--- config.mk ---
export PLATFORM = sky130hd
export DESIGN_NAME = vct_top
export DESIGN_NICKNAME = d
export VERILOG_FILES = /design/src/vct_pkg.sv /design/src/vct_code_if.sv /design/src/vct_div.sv /design/src/vct_qual.sv /design/src/vct_top.sv
export SDC_FILE = /design/constraint.sdc
export NUM_CORES = 1
export LEC_CHECK = 0
export BUFFER_PORTS_ARGS = -buffer_cell sky130_fd_sc_hd__buf_2
export CAP_MARGIN = 0
export CORE_ASPECT_RATIO = 2
export CORE_MARGIN = 3
export CORE_UTILIZATION = 63
export CTS_BUF_LIST = sky130_fd_sc_hd__clkbuf_8 sky130_fd_sc_hd__clkbuf_16
export DETAILED_ROUTE_END_ITERATION = 8
export PLACE_DENSITY = 0.95
export SLEW_MARGIN = 5
export SYNTH_ARGS = -nofsm -noshare
export SYNTH_HDL_FRONTEND = slang
export SYNTH_SLANG_ARGS = --single-unit
--- constraint.sdc ---
create_clock -name ref_clk -period 7.4 [get_ports ref_clk]
set_clock_uncertainty 0.05 [all_clocks]
set_input_delay 0.74 -clock ref_clk [delete_from_list [all_inputs] [get_ports ref_clk]]
set_output_delay 0.74 -clock ref_clk [all_outputs]
set_load 0.05 [all_outputs]
--- src/vct_pkg.sv ---
// Package of constants and types for the voltage code tracking block
package vct_pkg;

    // ************************************************************
    // Clock and derived rates
    // ************************************************************
    localparam int CLK_HZ     = 100_000_000;
    localparam int SAMPLE_HZ  = 5_500_000;
    localparam int SLEW_HZ    = 345_000;
    localparam int SAMPLE_DIV = CLK_HZ / SAMPLE_HZ;
    localparam int SLEW_DIV   = CLK_HZ / SLEW_HZ;

    // ************************************************************
    // Widths, counts and reset values
    // ************************************************************
    localparam int          CODE_W     = 8;
    localparam int          RUN_W      = 3;
    localparam int          MODE_W     = 2;
    localparam logic [2:0]  RUN_MAX    = 3'h7;
    localparam logic [2:0]  RUN_FIRST  = 3'h1;
    localparam logic [2:0]  ACCEPT_RUN = 3'h3;
    localparam logic [2:0]  OFF_RUN    = 3'h4;
    localparam logic [7:0]  CODE_RESET = 8'h00;
    localparam logic [7:0]  REF_RESET  = 8'h00;
    localparam logic [7:0]  REF_STEP   = 8'h01;

    // ************************************************************
    // Table modes, shut-off and no-load codes
    // ************************************************************
    localparam logic [1:0]  MODE_8BIT  = 2'h0;
    localparam logic [1:0]  MODE_5BIT  = 2'h1;
    localparam logic [1:0]  MODE_6BIT  = 2'h2;
    localparam logic [7:0]  OFF8_A     = 8'h00;
    localparam logic [7:0]  OFF8_B     = 8'h01;
    localparam logic [7:0]  OFF8_C     = 8'hfe;
    localparam logic [7:0]  OFF8_D     = 8'hff;
    localparam logic [4:0]  OFF5       = 5'h1f;
    localparam logic [4:0]  NOLOAD5    = 5'h1f;
    localparam logic [7:0]  MASK5      = 8'h1f;
    localparam logic [7:0]  MASK6      = 8'h3f;

    typedef enum logic [1:0] {
        VCT_ST_IDLE,
        VCT_ST_RUN,
        VCT_ST_OFF
    } vct_state_t;

endpackage : vct_pkg

--- src/vct_code_if.sv ---
// Interface between the sample qualifier and the tracking core
`timescale 1ns/1ps
interface vct_code_if;
    import vct_pkg::*;
    logic              tick;
    logic [CODE_W-1:0] code;
    logic [RUN_W-1:0]  run_len;
    logic [CODE_W-1:0] last_code;

    modport qual (input tick, input code, output run_len, output last_code);
    modport core (output tick, output code, input run_len, input last_code);
endinterface : vct_code_if

--- src/vct_div.sv ---
// Clock divider producing a one-cycle enable pulse
`timescale 1ns/1ps
module vct_div
    import vct_pkg::*;
#(
    parameter int DIV = 2
) (
    // Clock and reset
    input  wire logic ref_clk,
    input  wire logic arst_n,
    // Enable pulse
    output logic      tick
);
    localparam int CW = $clog2(DIV);
    localparam logic [CW-1:0] LAST = CW'(DIV - 1);

    logic [CW-1:0] cnt_q;

    always_ff @(posedge ref_clk or negedge arst_n) begin
        if (!arst_n) begin
            cnt_q <= '0;
        end else if (cnt_q == LAST) begin
            cnt_q <= '0;
        end else begin
            cnt_q <= cnt_q + CW'(1);
        end
    end

    assign tick = (cnt_q == LAST);
endmodule : vct_div

--- src/vct_qual.sv ---
// Counts uninterrupted runs of equal code samples
`timescale 1ns/1ps
module vct_qual
    import vct_pkg::*;
(
    // Clock and reset
    input  wire logic ref_clk,
    input  wire logic arst_n,
    // Code samples
    vct_code_if.qual  cif
);
    logic [RUN_W-1:0]  run_q;
    logic [CODE_W-1:0] last_q;

    always_ff @(posedge ref_clk or negedge arst_n) begin
        if (!arst_n) begin
            last_q <= CODE_RESET;
        end else if (cif.tick) begin
            last_q <= cif.code;
        end
    end

    // Saturate so a long steady code never wraps back into a short run
    always_ff @(posedge ref_clk or negedge arst_n) begin
        if (!arst_n) begin
            run_q <= '0;
        end else if (cif.tick) begin
            if (cif.code != last_q) begin
                run_q <= RUN_FIRST;
            end else if (run_q != RUN_MAX) begin
                run_q <= run_q + RUN_W'(1);
            end
        end
    end

    assign cif.run_len   = run_q;
    assign cif.last_code = last_q;
endmodule : vct_qual

--- src/vct_top.sv ---
// Voltage code sampling, qualification and reference tracking
`timescale 1ns/1ps
module vct_top
    import vct_pkg::*;
(
    // Clock and reset
    input  wire logic              ref_clk,
    input  wire logic              arst_n,
    // Pins from the processor and board
    input  wire logic [CODE_W-1:0] voltage_code_inputs,
    input  wire logic [MODE_W-1:0] table_mode,
    input  wire logic              enable,
    // Reference and status
    output logic [CODE_W-1:0]      ref_units_q,
    output logic [CODE_W-1:0]      accepted_code_q,
    output logic                   code_accepted_q,
    output logic                   regulating_q,
    output logic                   shutoff_q,
    output logic                   slewing
);

    // ************************************************************
    // Pin synchronisers
    // ************************************************************
    localparam int SW = CODE_W + MODE_W + 1;

    logic [SW-1:0]     meta_q;
    logic [SW-1:0]     sync_q;
    logic [CODE_W-1:0] code_s;
    logic [MODE_W-1:0] mode_s;
    logic              en_s;

    always_ff @(posedge ref_clk or negedge arst_n) begin
        if (!arst_n) begin
            meta_q <= '0;
            sync_q <= '0;
        end else begin
            meta_q <= {enable, table_mode, voltage_code_inputs};
            sync_q <= meta_q;
        end
    end

    assign code_s = sync_q[CODE_W-1:0];
    assign mode_s = sync_q[CODE_W +: MODE_W];
    assign en_s   = sync_q[SW-1];

    // ************************************************************
    // Sampling and step clocks
    // ************************************************************
    logic sample_tick;
    logic slew_tick;

    vct_div #(.DIV(SAMPLE_DIV)) u_sample_div (
        .ref_clk (ref_clk),
        .arst_n  (arst_n),
        .tick    (sample_tick)
    );

    vct_div #(.DIV(SLEW_DIV)) u_slew_div (
        .ref_clk (ref_clk),
        .arst_n  (arst_n),
        .tick    (slew_tick)
    );

    // ************************************************************
    // Run qualification
    // ************************************************************
    vct_code_if cif ();

    assign cif.tick = sample_tick;
    assign cif.code = code_s;

    vct_qual u_qual (
        .ref_clk (ref_clk),
        .arst_n  (arst_n),
        .cif     (cif)
    );

    // Run length settles one cycle after the sampling pulse
    logic sampled_q;

    always_ff @(posedge ref_clk or negedge arst_n) begin
        if (!arst_n) begin
            sampled_q <= 1'b0;
        end else begin
            sampled_q <= sample_tick;
        end
    end

    logic accept_now;
    logic is_off;
    logic off_now;

    assign accept_now = sampled_q && (cif.run_len == ACCEPT_RUN)
                        && (cif.last_code != accepted_code_q);

    always_comb begin
        is_off = 1'b0;
        case (mode_s)
            MODE_8BIT: begin
                is_off = (cif.last_code == OFF8_A)
                      || (cif.last_code == OFF8_B)
                      || (cif.last_code == OFF8_C)
                      || (cif.last_code == OFF8_D);
            end
            MODE_5BIT: begin
                is_off = (cif.last_code[4:0] == OFF5);
            end
            default: begin
                is_off = 1'b0;
            end
        endcase
    end

    // Four samples, not three, so a code passing through an off value
    // during an ordinary transition cannot kill the output
    assign off_now = sampled_q && (cif.run_len == OFF_RUN) && is_off;

    always_ff @(posedge ref_clk or negedge arst_n) begin
        if (!arst_n) begin
            accepted_code_q <= CODE_RESET;
        end else if (accept_now) begin
            accepted_code_q <= cif.last_code;
        end
    end

    always_ff @(posedge ref_clk or negedge arst_n) begin
        if (!arst_n) begin
            code_accepted_q <= 1'b0;
        end else begin
            code_accepted_q <= accept_now;
        end
    end

    // ************************************************************
    // Enable, start-up and shut-off latch
    // ************************************************************
    vct_state_t state_q;
    logic       no_load;

    assign no_load = (mode_s == MODE_5BIT)
                     && (code_s[4:0] == NOLOAD5);

    always_ff @(posedge ref_clk or negedge arst_n) begin
        if (!arst_n) begin
            state_q <= VCT_ST_IDLE;
        end else begin
            case (state_q)
                VCT_ST_IDLE: begin
                    if (en_s && !no_load) begin
                        state_q <= VCT_ST_RUN;
                    end
                end
                VCT_ST_RUN: begin
                    if (!en_s) begin
                        state_q <= VCT_ST_IDLE;
                    end else if (off_now) begin
                        state_q <= VCT_ST_OFF;
                    end
                end
                VCT_ST_OFF: begin
                    if (!en_s) begin
                        state_q <= VCT_ST_IDLE;
                    end
                end
                default: begin
                    state_q <= VCT_ST_IDLE;
                end
            endcase
        end
    end

    assign regulating_q = (state_q == VCT_ST_RUN);
    assign shutoff_q    = (state_q == VCT_ST_OFF);

    // ************************************************************
    // Reference tracking
    // ************************************************************
    logic [CODE_W-1:0] target;

    // Code value maps one to one onto 6.25 mV units; the table
    // voltage translation sits outside this block
    always_comb begin
        case (mode_s)
            MODE_5BIT: target = accepted_code_q & MASK5;
            MODE_6BIT: target = accepted_code_q & MASK6;
            default:   target = accepted_code_q;
        endcase
    end

    assign slewing = regulating_q && (mode_s != MODE_8BIT)
                     && (ref_units_q != target);

    // No step limit in 8-bit mode: a multi-step jump lands in one go
    // and can trip the power stage protection
    always_ff @(posedge ref_clk or negedge arst_n) begin
        if (!arst_n) begin
            ref_units_q <= REF_RESET;
        end else if (!regulating_q) begin
            ref_units_q <= REF_RESET;
        end else if (mode_s == MODE_8BIT) begin
            if (accept_now) begin
                ref_units_q <= cif.last_code;
            end
        end else if (slew_tick && slewing) begin
            if (ref_units_q < target) begin
                ref_units_q <= ref_units_q + REF_STEP;
            end else begin
                ref_units_q <= ref_units_q - REF_STEP;
            end
        end
    end
endmodule : vct_top

# After elaboration in Yosys (flattened, before gate mapping)
# Cells that the tools add are included.
dict set report classes {
  reduce_logical 21
  n_lt_le_gt_ge 1
  n_addsub 5
  muxes 16
  n_eq_ne 22
}
# cell count
set ops {}
lappend ops {{$mux 8} 5}
lappend ops {{$ne 8x8->1} 3}
lappend ops {{$eq 8x8->1 const B} 2}
lappend ops {{$pmux 8 s2} 1}
lappend ops {{$eq 5x5->1 const B} 3}
lappend ops {{$add 9x1->9 const B} 1}
lappend ops {{$eq 9x9->1 const B} 1}
lappend ops {{$logic_and 1x1->1} 9}
lappend ops {{$mux 9} 1}
lappend ops {{$add 8x1->8 const B} 1}
lappend ops {{$eq 8x1->1 const B} 1}
lappend ops {{$logic_not 8->1} 1}
lappend ops {{$lt 8x8->1} 1}
lappend ops {{$mux 2} 4}
lappend ops {{$sub 8x1->8 const B} 1}
lappend ops {{$mux 3} 2}
lappend ops {{$ne 3x3->1 const B} 2}
lappend ops {{$pmux 2 s3} 1}
lappend ops {{$add 5x1->5 const B} 1}
lappend ops {{$mux 5} 1}
lappend ops {{$eq 2x1->1 const B} 2}
lappend ops {{$eq 2x2->1 const B} 2}
lappend ops {{$logic_not 2->1} 2}
lappend ops {{$ne 2x2->1 const B} 2}
lappend ops {{11 further kinds} 15}
dict set report totals {
  out_inout_bits 20
  word_cells 76
  register_bits 67
  inputBits 13
}

# Logic depth before layout (Yosys ltp)
dict set report depth {
  word_depth 9
  ltp_mapped 15
  mapped_depth_nobuf 15
}

# By module
# A second synthesis with hierarchy kept.
dict set report hier_totals {
  cells_unflattened 290
  area_unflattened_um2 3337.0
}
# module area_per_inst_um2 cells_per_inst seq_area_each_um2 instances
set modules_own_cells {}
lappend modules_own_cells {vct_top 2134.5 191 1051.0 1}
lappend modules_own_cells {vct_qual 538.0 39 275.3 1}
lappend modules_own_cells {{vct_div at u_slew_div} 425.4 39 225.2 1}
lappend modules_own_cells {{vct_div at u_sample_div} 239.0 21 125.1 1}

# Worst setup path after synthesis
# OpenSTA, ideal clock, no wires.
dict set report synth_timing {
  path_kind {register to register}
  start {reg accepted_code_q[5]}
  end {reg ref_units_q[7]}
  stages_incl_launch_ff 12
  t_required_ns 7.263
  arrival_ns 3.248
  n_path_buf 0
  period_less_slack_ns 3.385
  slack_ns 4.015
  setup_time_ns 0.087
  path_cell_list {dfrtp_1 o21ai_0 ha_1 nand4_1 o21ai_0 ha_1 a21oi_1 o211ai_1 o41ai_1 and4_1 o21ai_0 a22oi_1}
}
dict set report synth_via {
  elab_chain_cells 6
  word_cells_on_any_way 14
  cone_classes {order compare (1); eq/ne (4); mux (5); reduce/logical (4)}
}
# element line_no
set synth_lines {}
lappend synth_lines {{start, declared} vct_top.sv:15} ;# output logic [CODE_W-1:0] accepted_code_q,
lappend synth_lines {{start signal, assigned} vct_top.sv:123} ;# accepted_code_q <= cif.last_code;
lappend synth_lines {{$pmux 8 s2} vct_top.sv:184} ;# case (mode_s)
lappend synth_lines {{$lt 8x8->1 or $ne 8x8->1 (tied branches)} {vct_top.sv:206, vct_top.sv:192}}
lappend synth_lines {{$mux 8 or $logic_and 1x1->1 (tied branches)} {vct_top.sv:206, vct_top.sv:192}}
lappend synth_lines {{$mux 8 or $logic_and 1x1->1 (tied branches)} vct_top.sv:205} ;# end else if (slew_tick && slewing) begin
lappend synth_lines {{$mux 8 or $ne 3x1->1 (tied branches)} -}
lappend synth_lines {{$mux 8 or $reduce_and 2->1 (tied branches)} -}
lappend synth_lines {{end signal, assigned} vct_top.sv:203} ;# ref_units_q <= cif.last_code;
lappend synth_lines {{end signal, assigned} vct_top.sv:207} ;# ref_units_q <= ref_units_q + REF_STEP;
lappend synth_lines {{end signal, assigned} vct_top.sv:209} ;# ref_units_q <= ref_units_q - REF_STEP;
lappend synth_lines {{end, declared} vct_top.sv:14} ;# output logic [CODE_W-1:0] ref_units_q,
# Parallel ways exist; a longest one is shown, timed or not. The select of a mux whose other input is x is not followed.
# A chain may end at the register's enable or synchronous reset.

# Worst setup path in the final report
dict set report layout_timing {
  start {reg sync_q[8]}
  end {reg ref_units_q[7]}
}
dict set report layout_via {
  elab_chain_cells 7
  word_cells_on_any_way 17
  cone_classes {order compare (1); eq/ne (5); mux (5); reduce/logical (6)}
}
# element line_no
set layout_lines {}
lappend layout_lines {{start, declared} vct_top.sv:28} ;# logic [SW-1:0] sync_q;
lappend layout_lines {{start signal, assigned} vct_top.sv:39} ;# sync_q <= meta_q;
lappend layout_lines {{$eq 2x2->1 or $eq 2x1->1 (tied branches)} vct_top.sv:184}
lappend layout_lines {{$pmux 8 s2} vct_top.sv:184}
lappend layout_lines {{$lt 8x8->1 or $ne 8x8->1 (tied branches)} {vct_top.sv:206, vct_top.sv:192}}
lappend layout_lines {{$mux 8 or $logic_and 1x1->1 (tied branches)} {vct_top.sv:206, vct_top.sv:192}}
lappend layout_lines {{$mux 8 or $logic_and 1x1->1 (tied branches)} vct_top.sv:205}
lappend layout_lines {{$mux 8 or $ne 3x1->1 (tied branches)} -}
lappend layout_lines {{$mux 8 or $reduce_and 2->1 (tied branches)} -}
# Parallel ways exist; a longest one is shown, timed or not. The select of a mux whose other input is x is not followed.

==> flow_summary_export.csv <==
group,metric,value,unit
run_status,status,"complete, no violations",
logic_synthesis,syn_inst,308,
timing,layout_min_cycle_time,3.93,ns
placed_design,dpl.cell_count,386,
logic_synthesis,synthTopCellsByCount,"dfrtp_1 (67), ha_1 (26), nand2_1 (25), nor2_1 (25), inv_1 (19)",
logic_synthesis,ys_seq_elements,67,
logic_synthesis,syn-cell-area,0.00333,mm^2
timing,worstMarginPinSlew,1.05,ns
worst_setup_path,arrival,4.13,ns
power,p_leak,0.00173,uW
placed_design,pre_cts_ws,3.49,ns
logic_synthesis,ys.flop_type,"dfrtp_1",
logic_synthesis,ys_seq_area_share,50.4,%
clock_tree,ctsResizeCount,0,
timing,setup_viol,0,
timing,rsz0062_at_grt,"no",
logic_synthesis,muxShareOfSynthArea,4.67,%
logic_synthesis,yosys.area_share.simple,13.3,%
detailed_routing,drtIter0Drc,122,
grt,antenna_found_initial,0,
timing,finalCritPeriodShare,53.0,%
clock_tree,ctsHtreeMaxLevel,3,
logic_synthesis,synth_area_leader_cell,"dfrtp_1",
timing,fmax,255,MHz
floorplanning,initial_core_util,66.5,%
floorplanning,fp.dieH,109,um
detailed_routing,firstDrtPassIters,4,
placed_design,hpwl,5070,um
placed_design,placed_area,0.00352,mm^2
floorplanning,fp.dieW,57.4,um
floorplanning,die_area,0.00624,mm^2
logic_synthesis,yosysWarnings,0,
logic_synthesis,synth_fa_ha_area_share,10.4,%
clock_tree,clkTransAtPathRegs,0.07,ns
grt,overflow,0,
detailed_routing,via_per_inst,6.11,
clock_tree,cts_root_buffer,"clkbuf_8",
grt,grt_max_degree,68,
placed_design,gp_congestion,0.946,
logic_synthesis,synth_compound_area_share,9.37,%
cells_and_area,drive_above_1_share,18.4,%
logic_synthesis,synth_xor_area_share,7.90,%
timing,final_max_slew_viol_count,0,
cells_and_area,final_cell_count_no_fill,399,
floorplanning,std_cell_rows,36,
detailed_routing,vias,2437,
clock_tree,post_cts_buffers,0,
grt,grt_pass1_vias,2476,
logic_synthesis,syn-mean-instance-area,10.8,um^2
floorplanning,coreArea,0.00500,mm^2
worst_setup_path,crit_required,7.60,ns
cells_and_area,nFillCells,356,
cells_and_area,fin_area,0.00367,mm^2
clock_tree,cts.hold.buffers_added,0,
run,max_cap_violations,0,
detailed_routing,wl_per_cell,17.1,um
cells_and_area,nets,380,
detailed_routing,final_antenna_net_count,0,
power,powerDensity,312,mW/mm^2
clock_tree,insertion_delay,0.34,ns
clock_tree,cts.sinks,67,
clock_tree,cts_tree,"built",
detailed_routing,drc,0,
clock_tree,cts_buffer_depth,2,
logic_synthesis,yosysTopAreaCellShare,50.4,%
cells_and_area,antennaDiodeCount,0,
power,power,1150,uW
logic_synthesis,synthArstFlopShare,100,%
worst_setup_path,endpoint_kind,"register",
timing,setup_slack,3.47,ns
logic_synthesis,yosysUniqueCellTypes,40,
logic_synthesis,synth-edff-count,0,
timing,setup-tns-final,0,ns
power,ir_worst_vdd,292,uV
worst_setup_path,critPathMaxFanout,8,
hold_path,worstHoldPathType,"register to register",
worst_setup_path,path_class,"register to register",
logic_synthesis,synth_top_family_by_area,"simple AND/OR/NAND/NOR gates",
timing,max_slew_margin,29.7,%
grt,grtUsageTotal,24.8,%
logic_synthesis,synth_most_common_cell,"dfrtp_1",
cells_and_area,syn_to_final_growth,10.5,%
logic_synthesis,netlist_top_cells_area,"dfrtp_1 (50%), ha_1 (9.8%), xnor2_1 (4.7%)",
worst_setup_path,cp-start-kind,"register",
placed_design,io_buffers,32,
clock_tree,cts_buffers,9,
detailed_routing,wl,6830,um
timing,hold_viol,0,
grt,grt_first_pass_wirelength,11400,um
floorplanning,io_pins,33,
logic_synthesis,synth_nets,348,
## path summary, 6_finish.rpt
path                           start                    end  slack [ns]  depth (start not counted)
setup / recovery           sync_q[8]         ref_units_q[7]        3.47                         14
hold / removal             meta_q[8]              sync_q[8]        0.30                          0
setup reg to reg           sync_q[8]         ref_units_q[7]        3.47                         14
hold reg to reg            meta_q[8]              sync_q[8]        0.30                          0
max in group asynchronous     arst_n  u_sample_div.cnt_q[1]        6.24                          2
min in group asynchronous     arst_n         ref_units_q[6]        0.51                          2
## layout make-up
class	instances	area (um^2)	share of cell area, %
Sequential cell	67	1680	45.6
Multi-Input combinational cell	208	1520	41.3
Timing Repair Buffer	35	183	4.97
Clock buffer	10	138	3.75
Inverter	19	71.3	1.94
Tap cell	57	71.3	1.94
Clock inverter	3	17.5	0.477
## critical path: stages, from the launching register on
cell      delay [ns]
dfrtp_1         0.38
inv_1           0.09
ha_1            0.23
inv_1           0.08
o21ai_0         0.09
ha_1            0.32
nand4_1         0.18
o21ai_0         0.86
ha_1            0.38
a21oi_1         0.21
o211ai_1        0.16
o41ai_1         0.32
and4_1          0.24
o21ai_0         0.08
a22oi_1         0.17
## registers in the layout, indices dropped and copies added, names as in the netlist
signal                flops
accepted_code_q           8
code_accepted_q           1
meta_q                   11
ref_units_q               8
sampled_q                 1
state_q                   2
sync_q                   11
u_qual.cif.last_code      8
u_qual.cif.run_len        3
u_sample_div.cnt_q        5
u_slew_div.cnt_q          9
## metrics by stage
stage,hold slack [ns],utilization (%)
floorplan,0.281,-
global placement,0.282,70.4
detailed placement,0.286,70.4
CTS,0.300,73.5
global route,0.306,73.5
finish,0.297,73.5
## routing by layer
| layer | vias up | GRT usage (%) | share of wire, % |
|---|---|---|---|
| met5 | - | 0 | 0 |
| met4 | 0 | 21.1 | 8.3 |
| met3 | 49 | 5.45 | 4.1 |
| met2 | 104 | 40.7 | 52 |
| met1 | 1162 | 26.0 | 35 |
| li1 | 1122 | - | - |
## cells by family (layout without fill, tap and decap cells)
kind of cell    count (synthesis)  after routing
simple gates                   88             88
flops                          67             67
compound gates                 49             49
buf+inv                        33             67
xor+xnor                       30             30
fa+ha+maj                      27             27
mux                            14             14
## where the power goes
| group | total, uW | internal (uW) | switching [uW] |
|---|---|---|---|
| Sequential | 424 | 391 | 33.4 |
| Combinational | 474 | 180 | 294 |
| Clock | 248 | 124 | 125 |
| Total | 1150 | 694 | 452 |
## cells in the final DEF (no fill, tap or decap), types with 9 or more instances in the layout
master / netlist / final
inv_1: 19 / 19
dfrtp_1: 67 / 67
mux2_2: 12 / 12
a21oi_1: 15 / 15
nand3_1: 9 / 9
xor2_1: 12 / 12
clkbuf_8: 0 / 10
buf_2: 5 / 32
nor2_1: 25 / 25
o21ai_0: 13 / 13
ha_1: 26 / 26
xnor2_1: 18 / 18
nand2_1: 25 / 25
Note: power is estimated with default switching activity, not from simulation.
